**src/include/gpp_pkg.sv**
```systemverilog
// Purpose: Constants and carrier types of the port 3 to 8 I/O block
// Assumes: Registers are word-aligned indices on Avalon-MM
// Notes:   Port p of the NPORT arrays stands for port 4+p
package gpp_pkg;

    // ------------------------------------------------------------
    // Bus and sizes
    // ------------------------------------------------------------
    localparam int ADDR_W = 10;
    localparam int NPORT = 5;
    localparam int NEXT = 4;

    // ------------------------------------------------------------
    // Register indices (byte address is four times the index)
    // ------------------------------------------------------------
    localparam logic [7:0] IDX_P4_DATA = 8'h04;
    localparam logic [7:0] IDX_P5_DATA = 8'h05;
    localparam logic [7:0] IDX_P6_DATA = 8'h06;
    localparam logic [7:0] IDX_P7_DATA = 8'h07;
    localparam logic [7:0] IDX_P8_DATA = 8'h08;
    localparam logic [7:0] IDX_P4_IEN_HI = 8'h0E;
    localparam logic [7:0] IDX_P4_IEN_LO = 8'h0F;
    localparam logic [7:0] IDX_P4_PEND = 8'h10;
    localparam logic [7:0] IDX_P7_PUR = 8'h1E;
    localparam logic [7:0] IDX_P7_OD = 8'h1F;
    localparam logic [7:0] IDX_P8_PUR = 8'h22;
    localparam logic [7:0] IDX_P8_OD = 8'h23;
    localparam logic [7:0] IDX_P3_PUR = 8'hEE;
    localparam logic [7:0] IDX_P3_OD = 8'hEF;
    localparam logic [7:0] IDX_P6_PUR = 8'hF4;
    localparam logic [7:0] IDX_P6_OD = 8'hF5;
    // Config high of port 4+p at base+2p, low at base+2p+1
    localparam logic [7:0] IDX_CFG_BASE = 8'h30;
    localparam logic [7:0] IDX_CFG_LAST = 8'h39;

    // ------------------------------------------------------------
    // Reset values and masks
    // ------------------------------------------------------------
    localparam logic [7:0] RST_BYTE = 8'h00;
    localparam logic [31:0] RST_WORD = 32'h0000_0000;
    localparam logic [7:0] P8_PIN_MASK = 8'h3F;
    localparam logic [7:0] P8_CFG_HI_MASK = 8'h0F;
    localparam logic [7:0] ALL_ONES = 8'hFF;

    // ------------------------------------------------------------
    // Two-bit pin modes and port 4 edge selections
    // ------------------------------------------------------------
    localparam logic [1:0] MODE_IN = 2'h0;
    localparam logic [1:0] MODE_IN_PU = 2'h1;
    localparam logic [1:0] MODE_OUT = 2'h2;
    localparam logic [1:0] MODE_ALT = 2'h3;
    localparam logic [1:0] EDGE_OFF = 2'h0;
    localparam logic [1:0] EDGE_FALL = 2'h1;
    localparam logic [1:0] EDGE_RISE = 2'h2;
    localparam logic [1:0] EDGE_BOTH = 2'h3;

    // ------------------------------------------------------------
    // Carriers
    // ------------------------------------------------------------
    typedef struct packed {
        logic [7:0] drive;
        logic [7:0] oe_n;
        logic [7:0] pull;
        logic [7:0] alt_sel;
    } gpp_pad_type;

    typedef struct packed {
        logic [NPORT-1:0][7:0] dat;
        logic [NPORT-1:0][7:0] cfg_hi;
        logic [NPORT-1:0][7:0] cfg_lo;
        logic [NEXT-1:0][7:0] pur;
        logic [NEXT-1:0][7:0] od;
        logic [7:0] ien_hi;
        logic [7:0] ien_lo;
        logic [7:0] pend;
        logic [NPORT-1:0][7:0] pin_now;
        logic [NPORT-1:0][7:0] pin_old;
        gpp_pad_type [NPORT-1:0] pad;
        logic waitreq;
        logic [31:0] rdata;
        logic irq_n;
    } gpp_state_type;

endpackage

```
**src/core/gpp_ports.sv**
```systemverilog
// Purpose: General-purpose I/O ports 3 to 8 with port 4 edge interrupts
// Assumes: Pin inputs synchronous to clk; Avalon-MM slave, 32-bit data
// Notes:   Function
// Function
// - Port 4 data register at index 04
// - Port 4: input, pull-up, push-pull, alternates
// - Port 4 config high/low, reset to input
// - Port 4 input edges: falling, rising, both
// - Port 4 enable high/low and pending registers
// - Enabled edge sets pending, request goes low
// - Port 3 per-pin pull-up enable register
// - Port 3 per-pin open-drain select register
// - Port 5 data register, push-pull, alternates
// - Port 5 config high/low, reset to input
// - Port 6 data, push-pull or open-drain, alternates
// - Port 6 config high/low, reset to input
// - Port 6 pull-up and open-drain registers
// - Port 7 data, push-pull or open-drain output
// - Port 7 config high/low, reset to input
// - Port 8 has six pins only
// - Port 8 config high covers pins 4-5
`timescale 1ns/10ps
`default_nettype none

module gpp_ports
(
    // Clock and reset
    input wire logic clk,
    input wire logic reset,
    // Avalon-MM slave
    input wire logic [gpp_pkg::ADDR_W-1:0] address,
    input wire logic read,
    input wire logic write,
    input wire logic [31:0] writedata,
    input wire logic [3:0] byteenable,
    output logic [31:0] readdata,
    output logic waitrequest,
    // Pins of ports 4 to 8
    input wire logic [gpp_pkg::NPORT-1:0][7:0] pin_in,
    output gpp_pkg::gpp_pad_type [gpp_pkg::NPORT-1:0] pad,
    // Peripheral alternate functions of ports 4 to 8
    input wire logic [gpp_pkg::NPORT-1:0][7:0] alt_out,
    input wire logic [gpp_pkg::NPORT-1:0][7:0] alt_oe,
    // Port 3 pad controls
    output logic [7:0] port3_pull,
    output logic [7:0] port3_open_drain,
    // Port 4 interrupt request toward the CPU
    output logic port4_irq_n
);

    // ------------------------------------------------------------
    // Helpers
    // ------------------------------------------------------------
    // Two bits per pin, four pins per byte
    function automatic logic [1:0] pin_field(
        input logic [7:0] hi,
        input logic [7:0] lo,
        input int n
    );
        logic [7:0] b;
        b = (n >= 4) ? hi : lo;
        return b[2*(n%4) +: 2];
    endfunction

    // Index of the pull-up/open-drain pair of port 4+p, or -1
    function automatic int ext_of(input int p);
        return (p >= 2) ? p - 1 : -1;
    endfunction

    function automatic logic [7:0] pin_mask(input int p);
        return (p == 4) ? gpp_pkg::P8_PIN_MASK : gpp_pkg::ALL_ONES;
    endfunction

    // ------------------------------------------------------------
    // State
    // ------------------------------------------------------------
    gpp_pkg::gpp_state_type q_ff;
    gpp_pkg::gpp_state_type nxt_q;

    logic [7:0] idx;
    logic take_wr;
    logic [7:0] wbyte;
    logic [gpp_pkg::NPORT-1:0][7:0] rd_port;
    logic [7:0] edge_hit;
    logic [7:0] rbyte;

    assign idx = address[gpp_pkg::ADDR_W-1:2];
    // A write commits only at the edge where waitrequest is seen low
    assign take_wr = write && !q_ff.waitreq && byteenable[0];
    assign wbyte = writedata[7:0];

    always_comb
    begin
        logic [1:0] m;
        logic [1:0] es;
        logic [7:0] pend_keep;
        logic [7:0] msk;
        int e;
        m = gpp_pkg::MODE_IN;
        es = gpp_pkg::EDGE_OFF;
        pend_keep = gpp_pkg::ALL_ONES;
        msk = gpp_pkg::ALL_ONES;
        e = 0;
        nxt_q = q_ff;
        rd_port = '0;
        edge_hit = '0;
        rbyte = gpp_pkg::RST_BYTE;

        // --------------------------------------------------------
        // Pin sampling and pad drive
        // --------------------------------------------------------
        nxt_q.pin_now = pin_in;
        nxt_q.pin_old = q_ff.pin_now;
        for (int p = 0; p < gpp_pkg::NPORT; p++)
        begin
            e = ext_of(p);
            msk = pin_mask(p);
            for (int n = 0; n < 8; n++)
            begin
                m = pin_field(q_ff.cfg_hi[p], q_ff.cfg_lo[p], n);
                nxt_q.pad[p].drive[n] = 1'b0;
                nxt_q.pad[p].oe_n[n] = 1'b1;
                nxt_q.pad[p].pull[n] = 1'b0;
                nxt_q.pad[p].alt_sel[n] = 1'b0;
                // Outputs show the latch, everything else the pin
                rd_port[p][n] = (m == gpp_pkg::MODE_OUT) ?
                    q_ff.dat[p][n] : q_ff.pin_now[p][n];
                if (msk[n])
                begin
                    unique case (m)
                        gpp_pkg::MODE_IN, gpp_pkg::MODE_IN_PU:
                        begin
                            // Ports with a pull-up register obey it alone
                            if (e >= 0)
                                nxt_q.pad[p].pull[n] = q_ff.pur[e][n];
                            else
                                nxt_q.pad[p].pull[n] = (m == gpp_pkg::MODE_IN_PU);
                        end
                        gpp_pkg::MODE_OUT:
                        begin
                            if (e >= 0 && q_ff.od[e][n])
                            begin
                                // Open drain pulls low for 0, floats for 1
                                nxt_q.pad[p].oe_n[n] = q_ff.dat[p][n];
                            end
                            else
                            begin
                                nxt_q.pad[p].drive[n] = q_ff.dat[p][n];
                                nxt_q.pad[p].oe_n[n] = 1'b0;
                            end
                        end
                        gpp_pkg::MODE_ALT:
                        begin
                            // Peripheral must enable itself as well
                            nxt_q.pad[p].alt_sel[n] = 1'b1;
                            nxt_q.pad[p].drive[n] = alt_out[p][n];
                            nxt_q.pad[p].oe_n[n] = !alt_oe[p][n];
                        end
                    endcase
                end
            end
        end
        rd_port[4] = rd_port[4] & gpp_pkg::P8_PIN_MASK;

        // --------------------------------------------------------
        // Port 4 edge detection
        // --------------------------------------------------------
        for (int n = 0; n < 8; n++)
        begin
            m = pin_field(q_ff.cfg_hi[0], q_ff.cfg_lo[0], n);
            es = pin_field(q_ff.ien_hi, q_ff.ien_lo, n);
            if (m == gpp_pkg::MODE_IN || m == gpp_pkg::MODE_IN_PU)
            begin
                unique case (es)
                    gpp_pkg::EDGE_OFF:
                        edge_hit[n] = 1'b0;
                    gpp_pkg::EDGE_FALL:
                        edge_hit[n] = q_ff.pin_old[0][n] && !q_ff.pin_now[0][n];
                    gpp_pkg::EDGE_RISE:
                        edge_hit[n] = !q_ff.pin_old[0][n] && q_ff.pin_now[0][n];
                    gpp_pkg::EDGE_BOTH:
                        edge_hit[n] = q_ff.pin_old[0][n] != q_ff.pin_now[0][n];
                endcase
            end
        end

        // --------------------------------------------------------
        // Register read mux
        // --------------------------------------------------------
        unique case (idx)
            gpp_pkg::IDX_P4_DATA: rbyte = rd_port[0];
            gpp_pkg::IDX_P5_DATA: rbyte = rd_port[1];
            gpp_pkg::IDX_P6_DATA: rbyte = rd_port[2];
            gpp_pkg::IDX_P7_DATA: rbyte = rd_port[3];
            gpp_pkg::IDX_P8_DATA: rbyte = rd_port[4];
            gpp_pkg::IDX_P4_IEN_HI: rbyte = q_ff.ien_hi;
            gpp_pkg::IDX_P4_IEN_LO: rbyte = q_ff.ien_lo;
            gpp_pkg::IDX_P4_PEND: rbyte = q_ff.pend;
            gpp_pkg::IDX_P3_PUR: rbyte = q_ff.pur[0];
            gpp_pkg::IDX_P3_OD: rbyte = q_ff.od[0];
            gpp_pkg::IDX_P6_PUR: rbyte = q_ff.pur[1];
            gpp_pkg::IDX_P6_OD: rbyte = q_ff.od[1];
            gpp_pkg::IDX_P7_PUR: rbyte = q_ff.pur[2];
            gpp_pkg::IDX_P7_OD: rbyte = q_ff.od[2];
            gpp_pkg::IDX_P8_PUR: rbyte = q_ff.pur[3];
            gpp_pkg::IDX_P8_OD: rbyte = q_ff.od[3];
            default:
            begin
                // Unmapped indices read zero
                if (idx >= gpp_pkg::IDX_CFG_BASE && idx <= gpp_pkg::IDX_CFG_LAST)
                begin
                    e = int'(idx - gpp_pkg::IDX_CFG_BASE);
                    rbyte = e[0] ? q_ff.cfg_lo[e/2] : q_ff.cfg_hi[e/2];
                end
            end
        endcase

        // --------------------------------------------------------
        // Register writes
        // --------------------------------------------------------
        if (take_wr)
        begin
            unique case (idx)
                gpp_pkg::IDX_P4_DATA: nxt_q.dat[0] = wbyte;
                gpp_pkg::IDX_P5_DATA: nxt_q.dat[1] = wbyte;
                gpp_pkg::IDX_P6_DATA: nxt_q.dat[2] = wbyte;
                gpp_pkg::IDX_P7_DATA: nxt_q.dat[3] = wbyte;
                gpp_pkg::IDX_P8_DATA: nxt_q.dat[4] = wbyte & gpp_pkg::P8_PIN_MASK;
                gpp_pkg::IDX_P4_IEN_HI: nxt_q.ien_hi = wbyte;
                gpp_pkg::IDX_P4_IEN_LO: nxt_q.ien_lo = wbyte;
                gpp_pkg::IDX_P4_PEND: pend_keep = wbyte;
                gpp_pkg::IDX_P3_PUR: nxt_q.pur[0] = wbyte;
                gpp_pkg::IDX_P3_OD: nxt_q.od[0] = wbyte;
                gpp_pkg::IDX_P6_PUR: nxt_q.pur[1] = wbyte;
                gpp_pkg::IDX_P6_OD: nxt_q.od[1] = wbyte;
                gpp_pkg::IDX_P7_PUR: nxt_q.pur[2] = wbyte;
                gpp_pkg::IDX_P7_OD: nxt_q.od[2] = wbyte;
                gpp_pkg::IDX_P8_PUR: nxt_q.pur[3] = wbyte & gpp_pkg::P8_PIN_MASK;
                gpp_pkg::IDX_P8_OD: nxt_q.od[3] = wbyte & gpp_pkg::P8_PIN_MASK;
                default:
                begin
                    if (idx >= gpp_pkg::IDX_CFG_BASE && idx <= gpp_pkg::IDX_CFG_LAST)
                    begin
                        e = int'(idx - gpp_pkg::IDX_CFG_BASE);
                        if (e[0])
                            nxt_q.cfg_lo[e/2] = wbyte;
                        else if (e/2 == 4)
                            nxt_q.cfg_hi[4] = wbyte & gpp_pkg::P8_CFG_HI_MASK;
                        else
                            nxt_q.cfg_hi[e/2] = wbyte;
                    end
                end
            endcase
        end

        // --------------------------------------------------------
        // Pending and request; a new edge beats a clear
        // --------------------------------------------------------
        nxt_q.pend = (q_ff.pend & pend_keep) | edge_hit;
        nxt_q.irq_n = ~|nxt_q.pend;

        // --------------------------------------------------------
        // Bus handshake: one wait cycle, then one ready cycle
        // --------------------------------------------------------
        if ((read || write) && q_ff.waitreq)
        begin
            nxt_q.waitreq = 1'b0;
            nxt_q.rdata = {24'h00_0000, rbyte};
        end
        else
        begin
            nxt_q.waitreq = 1'b1;
            nxt_q.rdata = gpp_pkg::RST_WORD;
        end
    end

    always_ff @(posedge clk)
    begin
        if (reset)
        begin
            q_ff <= '0;
            q_ff.waitreq <= 1'b1;
            q_ff.irq_n <= 1'b1;
            for (int p = 0; p < gpp_pkg::NPORT; p++)
                q_ff.pad[p].oe_n <= gpp_pkg::ALL_ONES;
        end
        else
        begin
            q_ff <= nxt_q;
        end
    end

    // ------------------------------------------------------------
    // Outputs
    // ------------------------------------------------------------
    assign readdata = q_ff.rdata;
    assign waitrequest = q_ff.waitreq;
    assign pad = q_ff.pad;
    assign port3_pull = q_ff.pur[0];
    assign port3_open_drain = q_ff.od[0];
    assign port4_irq_n = q_ff.irq_n;

endmodule // gpp_ports

`default_nettype wire

```
**config.mk**
```make
export PLATFORM = sky130hd
export DESIGN_NAME = gpp_ports
export DESIGN_NICKNAME = d
export VERILOG_FILES = /design/src/include/gpp_pkg.sv /design/src/core/gpp_ports.sv
export SDC_FILE = /design/constraint.sdc
export NUM_CORES = 1
export LEC_CHECK = 0
export BUFFER_PORTS_ARGS = -buffer_cell sky130_fd_sc_hd__buf_2
export CORE_ASPECT_RATIO = 0.9
export CORE_MARGIN = 2
export CORE_UTILIZATION = 35
export DETAILED_ROUTE_END_ITERATION = 6
export GPL_TIMING_DRIVEN = 1
export SLEW_MARGIN = 20
export SYNTH_ARGS = -nofsm -noshare
export SYNTH_HDL_FRONTEND = slang
export SYNTH_SLANG_ARGS = --single-unit
```
**constraint.sdc**
```tcl
create_clock -name clk -period 10.3 [get_ports clk]
set_clock_uncertainty 0.1 [all_clocks]
set_input_delay 1.03 -clock clk [delete_from_list [all_inputs] [get_ports clk]]
set_output_delay 1.03 -clock clk [all_outputs]
set_load 0.02 [all_outputs]
```
==> results of run 1 <==
==> cell usage after synthesis (18+ instances only) <==
| master | number | area (um2) |
|---|---|---|
| sky130_fd_sc_hd__dfxtp_1 | 410 | 8210 |
| sky130_fd_sc_hd__mux2i_1 | 220 | 2200 |
| sky130_fd_sc_hd__nor2_1 | 218 | 818 |
| sky130_fd_sc_hd__buf_4 | 213 | 1600 |
| sky130_fd_sc_hd__nand2_1 | 164 | 616 |
| sky130_fd_sc_hd__a21oi_1 | 119 | 596 |
| sky130_fd_sc_hd__clkbuf_1 | 71 | 267 |
| sky130_fd_sc_hd__inv_1 | 46 | 173 |
| sky130_fd_sc_hd__nand3_1 | 43 | 215 |
| sky130_fd_sc_hd__nor3_1 | 41 | 205 |
| sky130_fd_sc_hd__nor3b_1 | 41 | 308 |
| sky130_fd_sc_hd__nor2b_1 | 39 | 244 |
| sky130_fd_sc_hd__and3_1 | 36 | 225 |
| sky130_fd_sc_hd__nand2b_1 | 32 | 200 |
| sky130_fd_sc_hd__a22oi_1 | 31 | 233 |
| sky130_fd_sc_hd__ha_1 | 30 | 375 |
| sky130_fd_sc_hd__o21ai_0 | 29 | 145 |
| sky130_fd_sc_hd__or2_2 | 22 | 138 |
| sky130_fd_sc_hd__o211ai_1 | 19 | 143 |
| sky130_fd_sc_hd__buf_6 | 18 | 203 |
==> registers in the layout, summed over array words and instances (netlist names) <==
| signal | count |
|---|---|
| nxt_q | 38 |
| pad | 152 |
| port3_open_drain | 8 |
| port3_pull | 8 |
| port4_irq_n | 1 |
| q_ff | 194 |
| readdata | 8 |
| waitrequest | 1 |
==> how the worst max path moves through the flow <==
stage | startpoint | end | slack, ns | cells after the start
global route | address[8] | q_ff[401] | 4.22 | 15
CTS | address[8] | q_ff[401] | 4.58 | 15
global placement | address[8] | q_ff[393] | 3.97 | 15
detailed placement | address[8] | q_ff[401] | 3.99 | 15
finish | address[8] | q_ff[393] | 4.53 | 15
floorplan | address[2] | q_ff[374] | 5.15 | 19
==> routing by layer <==
layer / vias up / track usage (%) / wire length (um)
met5: - / 0 / 18
met3: 110 / 3.76 / 4260
li1: 6940 / - / -
met2: 578 / 37.9 / 30900
met1: 7349 / 33.2 / 30500
met4: 4 / 7.15 / 1900
==> metrics by stage <==
stage | hold slack (ns) | utilization, % | cells | area (um2) | setup WS [ns]
floorplan | 0.332 | - | 2068 | 18900 | 5.15
global placement | 0.354 | 36.3 | 2770 | 19200 | 3.97
detailed placement | 0.353 | 36.3 | 2770 | 19200 | 3.99
CTS | 0.362 | 39.1 | 2849 | 20700 | 4.58
global route | 0.388 | 39.1 | 2850 | 20700 | 4.22
finish | 0.363 | 39.1 | 2850 | 20700 | 4.53
==> critical path, cell delays in order <==
cell,delay (ns)
sky130_fd_sc_hd__buf_2,0.20
sky130_fd_sc_hd__or2_1,0.35
sky130_fd_sc_hd__nor2_1,0.66
sky130_fd_sc_hd__and2_1,0.23
sky130_fd_sc_hd__ha_1,0.17
sky130_fd_sc_hd__ha_1,0.38
sky130_fd_sc_hd__and4b_1,0.38
sky130_fd_sc_hd__nand3_1,0.14
sky130_fd_sc_hd__ha_1,0.33
sky130_fd_sc_hd__nand4bb_1,0.10
sky130_fd_sc_hd__nor4_1,0.36
sky130_fd_sc_hd__o2111a_1,0.30
sky130_fd_sc_hd__nand4_4,0.31
sky130_fd_sc_hd__or4_1,0.91
sky130_fd_sc_hd__mux2i_1,0.21
==> cells by family after synthesis <==
logic type | count (synthesis)
flops | 410
buf+inv | 366
simple gates | 708
xor+xnor | 7
other cells | 2
fa+ha+maj | 30
mux | 230
compound gates | 285
==> report_power, final <==
group / internal, W / leakage, nW / switching (W)
Clock: 0.000953 / 0.713 / 0.000668
Sequential: 0.00160 / 3.31 / 0.00000452
Combinational: 0.0000546 / 4.55 / 0.000152
==> final cells by class <==
cell class              instances  share of cell area (%)
well taps                     697                    4.21
clock inverters                18                    1.07
repair buffers                324                    8.00
flip-flops and latches        410                    39.6
multi-input cells            1292                    40.2
inverters                      47                   0.864
diodes                          1                  0.0121
clock buffers                  61                    6.01
==> impl_metrics.py, run 1 <==
metrics = {
    "cells_and_area": {
        "layout-area-overhead-vs-synth_pct": 10.5,
        "final_cell_mix": "sky130_fd_sc_hd__dfxtp_1, sky130_fd_sc_hd__buf_2, sky130_fd_sc_hd__mux2i_1",
        "sequential_cell_area_um2": 8210,
        "final_layout_size_suffix_gt1_share_pct": 21.1,
        "filler_cell_count": 5388,
        "multi_input_area_um2": 8330,
        "layout_commonest_cell": "sky130_fd_sc_hd__dfxtp_1",
        "design.final.nets": 2320,
    },
    "clocking": {
        "post_cts.repair.setup_buffers": 0,
        "max-clock-path-buffers": 3,
        "cts-htree-levels": 2,
        "cts.repair.resized": 0,
        "cts.root.buffer_cell": "sky130_fd_sc_hd__clkbuf_16",
        "cts_buffers": 45,
        "worst_skew_pair.late_latency_ns": 0.57,
        "cts.sink_count": 410,
        "tritoncts": "built",
        "worst_setup_hold_path_clk_slew_ns": 0.06,
        "hold_buffers": 0,
    },
    "sta": {
        "period_share_pct": 56.0,
        "grt_setup_unrepaired": "false",
        "finalSetupViolations": 0,
        "timing_worst_slew_pin_value_ns": 1.10,
        "slew_headroom_pct": 26.4,
        "timing_max_transition_violations_final": 0,
        "achievable-frequency_ghz": 0.173,
        "report.final.hold_viol_count": 0,
        "min_period_ns": 5.77,
        "timing.setup.tns_ns": 0,
    },
    "min_path": {
        "worst_hold_path_type": "flop to flop",
        "min_to": "port3_pull[3]",
        "timing.hold.worst_path_depth": 2,
        "worst_hold_startpoint": "port3_pull[3]",
    },
    "global_routing": {
        "grt_pass1_wl_um": 97000,
        "tot_gr_track_use_pct": 23.9,
        "grt_start_max_net_pins": 81,
        "grt_antenna_before_repair": 3,
        "via_count_of_the_first_global_routing_pass": 14484,
        "gr-total-overflow": 0,
    },
    "placement": {
        "buffer_ports.inserted": 312,
        "place_hpwl_um": 49900,
        "finalWeightedCongestion": 0.919,
    },
    "yosys": {
        "postSynth.topFlopCell": "sky130_fd_sc_hd__dfxtp_1",
        "synthSimpleGateAreaFrac_pct": 19.1,
        "count_of_yosys_warnings_during_synthesis": 0,
        "postSynthRegisterBits": 410,
        "fraction_of_the_mapped_netlist_area_in_compound_gates_pct": 9.78,
        "number_of_instances_in_the_synthesized_netlist": 2038,
        "syn_area_um2": 18800,
        "netlist-cell-type-count": 73,
        "synth_top_family_by_area": "simple AND/OR/NAND/NOR gates",
        "synth_async_sr_flop_share_pct": 0,
        "synth_enable_flop_cells": 0,
        "post_synth_xor_area_fraction_pct": 0.367,
        "synthAdderAreaFrac_pct": 2.00,
        "avgSynthCellArea_um2": 9.20,
        "synth.yosys.seq_area_share_pct": 43.8,
        "muxShareOfSynthArea_pct": 12.4,
    },
    "pwr": {
        "post-layout-total-power_w": 0.00343,
        "p_per_area_nw_per_um2": 165,
        "irDropWorstVdd_v": 0.0000938,
        "power_leakage_nw": 8.57,
    },
    "drt": {
        "postRouteWirelength_um": 67600,
        "drc": 0,
        "avgViaCountPerCell": 5.26,
        "postRouteAntennaNets": 0,
        "first_iter_violations": 1369,
        "drt_wl_cell_um": 23.7,
        "detail_route.first_pass.iterations": 5,
        "route.vias.total": 14981,
    },
    "floorplanning": {
        "boundaryPins": 380,
        "rows": 80,
        "floorplan.initialDensity_pct": 35.4,
        "fp.dieArea_um2": 55500,
        "die_height_um": 224,
        "placeableCoreArea_um2": 53000,
        "die_width_um": 248,
    },
    "flow_run": {
        "max_cap_viol_count": 0,
    },
    "critical_path": {
        "rr_startpoint": "q_ff[366]",
        "worstPathArrival_ns": 6.08,
        "crit_path_start_kind": "input port",
        "timing.setup.critical_path_class": "input port to flop",
        "required_ns": 10.61,
        "endpoint_kind": "flop",
        "timing.reg2reg.setup_slack_ns": 7.51,
        "timing.reg2reg.worst_path_depth": 6,
        "rr_endpoint": "readdata[2]",
        "crit_path_max_fanout": 15,
    },
    "run_status": {
        "result_of_the_run": "completed",
    },
}
(Power assumes the default switching activity.)
==> run 2, diff against run 1 <==
==> constraint.sdc (replaced) <==
create_clock -name clk -period 5.6 [get_ports clk]
set_clock_uncertainty 0.1 [all_clocks]
set_input_delay 0.56 -clock clk [delete_from_list [all_inputs] [get_ports clk]]
set_output_delay 0.56 -clock clk [all_outputs]
set_load 0.02 [all_outputs]
==> run 2 against run 1 <==
  * Sequential share of layout area is 0.11 points lower
  * Die area stayed put
  * Critical path depth stayed put
  * Total power up 83%
  * Count of clock-buffer cells in the layout down 1
  * Cell count is 0.18% higher
  * First-iteration DRC count increased by 17%
  * Combinational power up 86%
  * Global-route usage grew 0.13 points
  * Clock power increased by 83%
  * Routed wire length is 1.2% higher
  * Worst setup slack worse by 3.3 ns
==> impl_metrics.py, run 2 (same netlist as run 1, synthesis figures left out) <==
metrics = {
    "run_status": {
        "result_of_the_run": "completed",
    },
    "floorplanning": {
        "floorplan.initialDensity_pct": 35.4,
        "die_width_um": 248,
        "placeableCoreArea_um2": 53000,
        "boundaryPins": 380,
        "rows": 80,
        "die_height_um": 224,
        "fp.dieArea_um2": 55500,
    },
    "cells_and_area": {
        "final_core_util_pct": 39.2,
        "sequential_cell_area_um2": 8210,
        "filler_cell_count": 5218,
        "number_of_flip_flops_under_the_largest_register_name": 194,
        "design.final.nets": 2326,
        "final_layout_size_suffix_gt1_share_pct": 21.5,
        "multi_input_area_um2": 8330,
        "max_flop_register": "q_ff",
        "final_cell_mix": "sky130_fd_sc_hd__dfxtp_1, sky130_fd_sc_hd__buf_2, sky130_fd_sc_hd__mux2i_1",
        "layout_commonest_cell": "sky130_fd_sc_hd__dfxtp_1",
        "layout-area-overhead-vs-synth_pct": 10.8,
    },
    "drt": {
        "drc": 0,
        "postRouteAntennaNets": 0,
        "drt_wl_cell_um": 23.9,
        "avgViaCountPerCell": 5.29,
        "detail_route.first_pass.iterations": 5,
        "route.vias.total": 15111,
        "first_iter_violations": 1595,
        "postRouteWirelength_um": 68300,
    },
    "sta": {
        "finalSetupViolations": 0,
        "slew_headroom_pct": 30.9,
        "period_share_pct": 78.4,
        "timing_worst_slew_pin_value_ns": 1.01,
        "timing.setup.tns_ns": 0,
        "min_period_ns": 4.39,
        "grt_setup_unrepaired": "false",
        "achievable-frequency_ghz": 0.228,
        "timing_max_transition_violations_final": 0,
        "report.final.hold_viol_count": 0,
    },
    "placement": {
        "place_hpwl_um": 50500,
        "buffer_ports.inserted": 312,
        "finalWeightedCongestion": 0.931,
    },
    "clocking": {
        "cts.root.buffer_cell": "sky130_fd_sc_hd__clkbuf_16",
        "hold_buffers": 0,
        "max-clock-path-buffers": 3,
        "tritoncts": "built",
        "worst_skew_pair.late_latency_ns": 0.59,
        "cts_buffers": 44,
        "post_cts.repair.setup_buffers": 0,
        "cts.sink_count": 410,
        "cts.repair.resized": 0,
        "worst_setup_hold_path_clk_slew_ns": 0.06,
        "cts-htree-levels": 2,
    },
    "pwr": {
        "irDropWorstVdd_v": 0.000186,
        "pwr-share-clk_pct": 47.0,
        "power_leakage_nw": 8.62,
        "p_comb_share_pct": 6.1,
        "seqPwrFrac_pct": 46.8,
        "p_per_area_nw_per_um2": 303,
        "cellInternalPower_w": 0.00475,
        "power.switching_fraction_pct": 24.5,
        "post-layout-total-power_w": 0.00629,
        "power.switching_w": 0.00154,
    },
    "flow_run": {
        "max_cap_viol_count": 0,
    },
    "min_path": {
        "worst_hold_startpoint": "alt_oe[2]",
        "worst_hold_path_type": "input port to flop",
    },
    "global_routing": {
        "grt_start_max_net_pins": 96,
        "tot_gr_track_use_pct": 24.0,
        "gr-total-overflow": 0,
        "via_count_of_the_first_global_routing_pass": 14443,
        "grt_pass1_wl_um": 97500,
        "grt_antenna_before_repair": 5,
    },
    "critical_path": {
        "endpoint_kind": "flop",
        "crit_path_max_fanout": 15,
        "rr_startpoint": "waitrequest",
        "worstPathArrival_ns": 4.73,
        "required_ns": 5.94,
        "crit_path_start_kind": "input port",
        "timing.setup.critical_path_class": "input port to flop",
        "setup.worst_path.start": "address[8]",
    },
}
==> run 2: cell count changes in the layout (fill, tap and decap cells not counted), sizes merged <==
cell and change:
bufinv -2, buf +7, clkinvlp -1, clkinv +2, clkbuf -1
==> run 2: metal layers <==
layer	vias to the layer above	global-route usage [%]	part of all wire (%)
met1	7408	33.7	44
met2	599	37.0	45
met4	8	7.69	3.4
li1	6970	-	-
met5	-	0	0.064
met3	126	4.59	7.5
==> run 2: layout make-up <==
cell class                      instances  area share (%)
Antenna cell                            1          0.0120
Clock buffer                           60            6.17
Clock inverter                         17           0.927
Inverter                               47           0.861
Multi-Input combinational cell       1292            40.1
Sequential cell                       410            39.5
Tap cell                              697            4.20
Timing Repair Buffer                  331            8.23
==> run 2: critical path, stage by stage <==
cell                        delay, ns
sky130_fd_sc_hd__buf_2           0.20
sky130_fd_sc_hd__or2_1           0.36
sky130_fd_sc_hd__nor2_1          0.17
sky130_fd_sc_hd__and2_1          0.15
sky130_fd_sc_hd__ha_1            0.17
sky130_fd_sc_hd__ha_1            0.18
sky130_fd_sc_hd__and4b_1         0.33
sky130_fd_sc_hd__nand3_1         0.15
sky130_fd_sc_hd__ha_1            0.33
sky130_fd_sc_hd__nand4bb_1       0.09
sky130_fd_sc_hd__nor4_1          0.30
sky130_fd_sc_hd__o2111a_1        0.29
sky130_fd_sc_hd__nand4_4         0.33
sky130_fd_sc_hd__or4_1           0.88
sky130_fd_sc_hd__mux2i_1         0.20
==> run 2: worst paths after layout <==
path                        end  slack [ns]  cells past startpoint
setup / recovery      q_ff[401]        1.21                     15
hold / removal          pad[18]        0.07                      2
setup reg to reg      q_ff[414]        2.96                      6
hold reg to reg   port3_pull[2]        0.38                      2
==> run 2: through the flow <==
stage,worst slack (ns),hold slack (ns),area (um2),std cells
6_report,1.21,0.0678,20800,2855
4_1_cts,1.29,0.0426,20800,2854
3_5_place_dp,0.704,0.361,19300,2777
3_3_place_gp,0.696,0.352,19300,2777
2_1_floorplan,0.922,0.332,18900,2068
5_1_grt,0.999,0.0612,20800,2855
==> run 2: power by group through the flow <==
stage               logic (W)  registers (W)  clock network, W
finish               0.000386        0.00294           0.00296
global route         0.000408        0.00294           0.00312
CTS                  0.000382        0.00294           0.00300
detailed placement   0.000380        0.00301                 0
global placement     0.000378        0.00301                 0
floorplan            0.000237        0.00300                 0
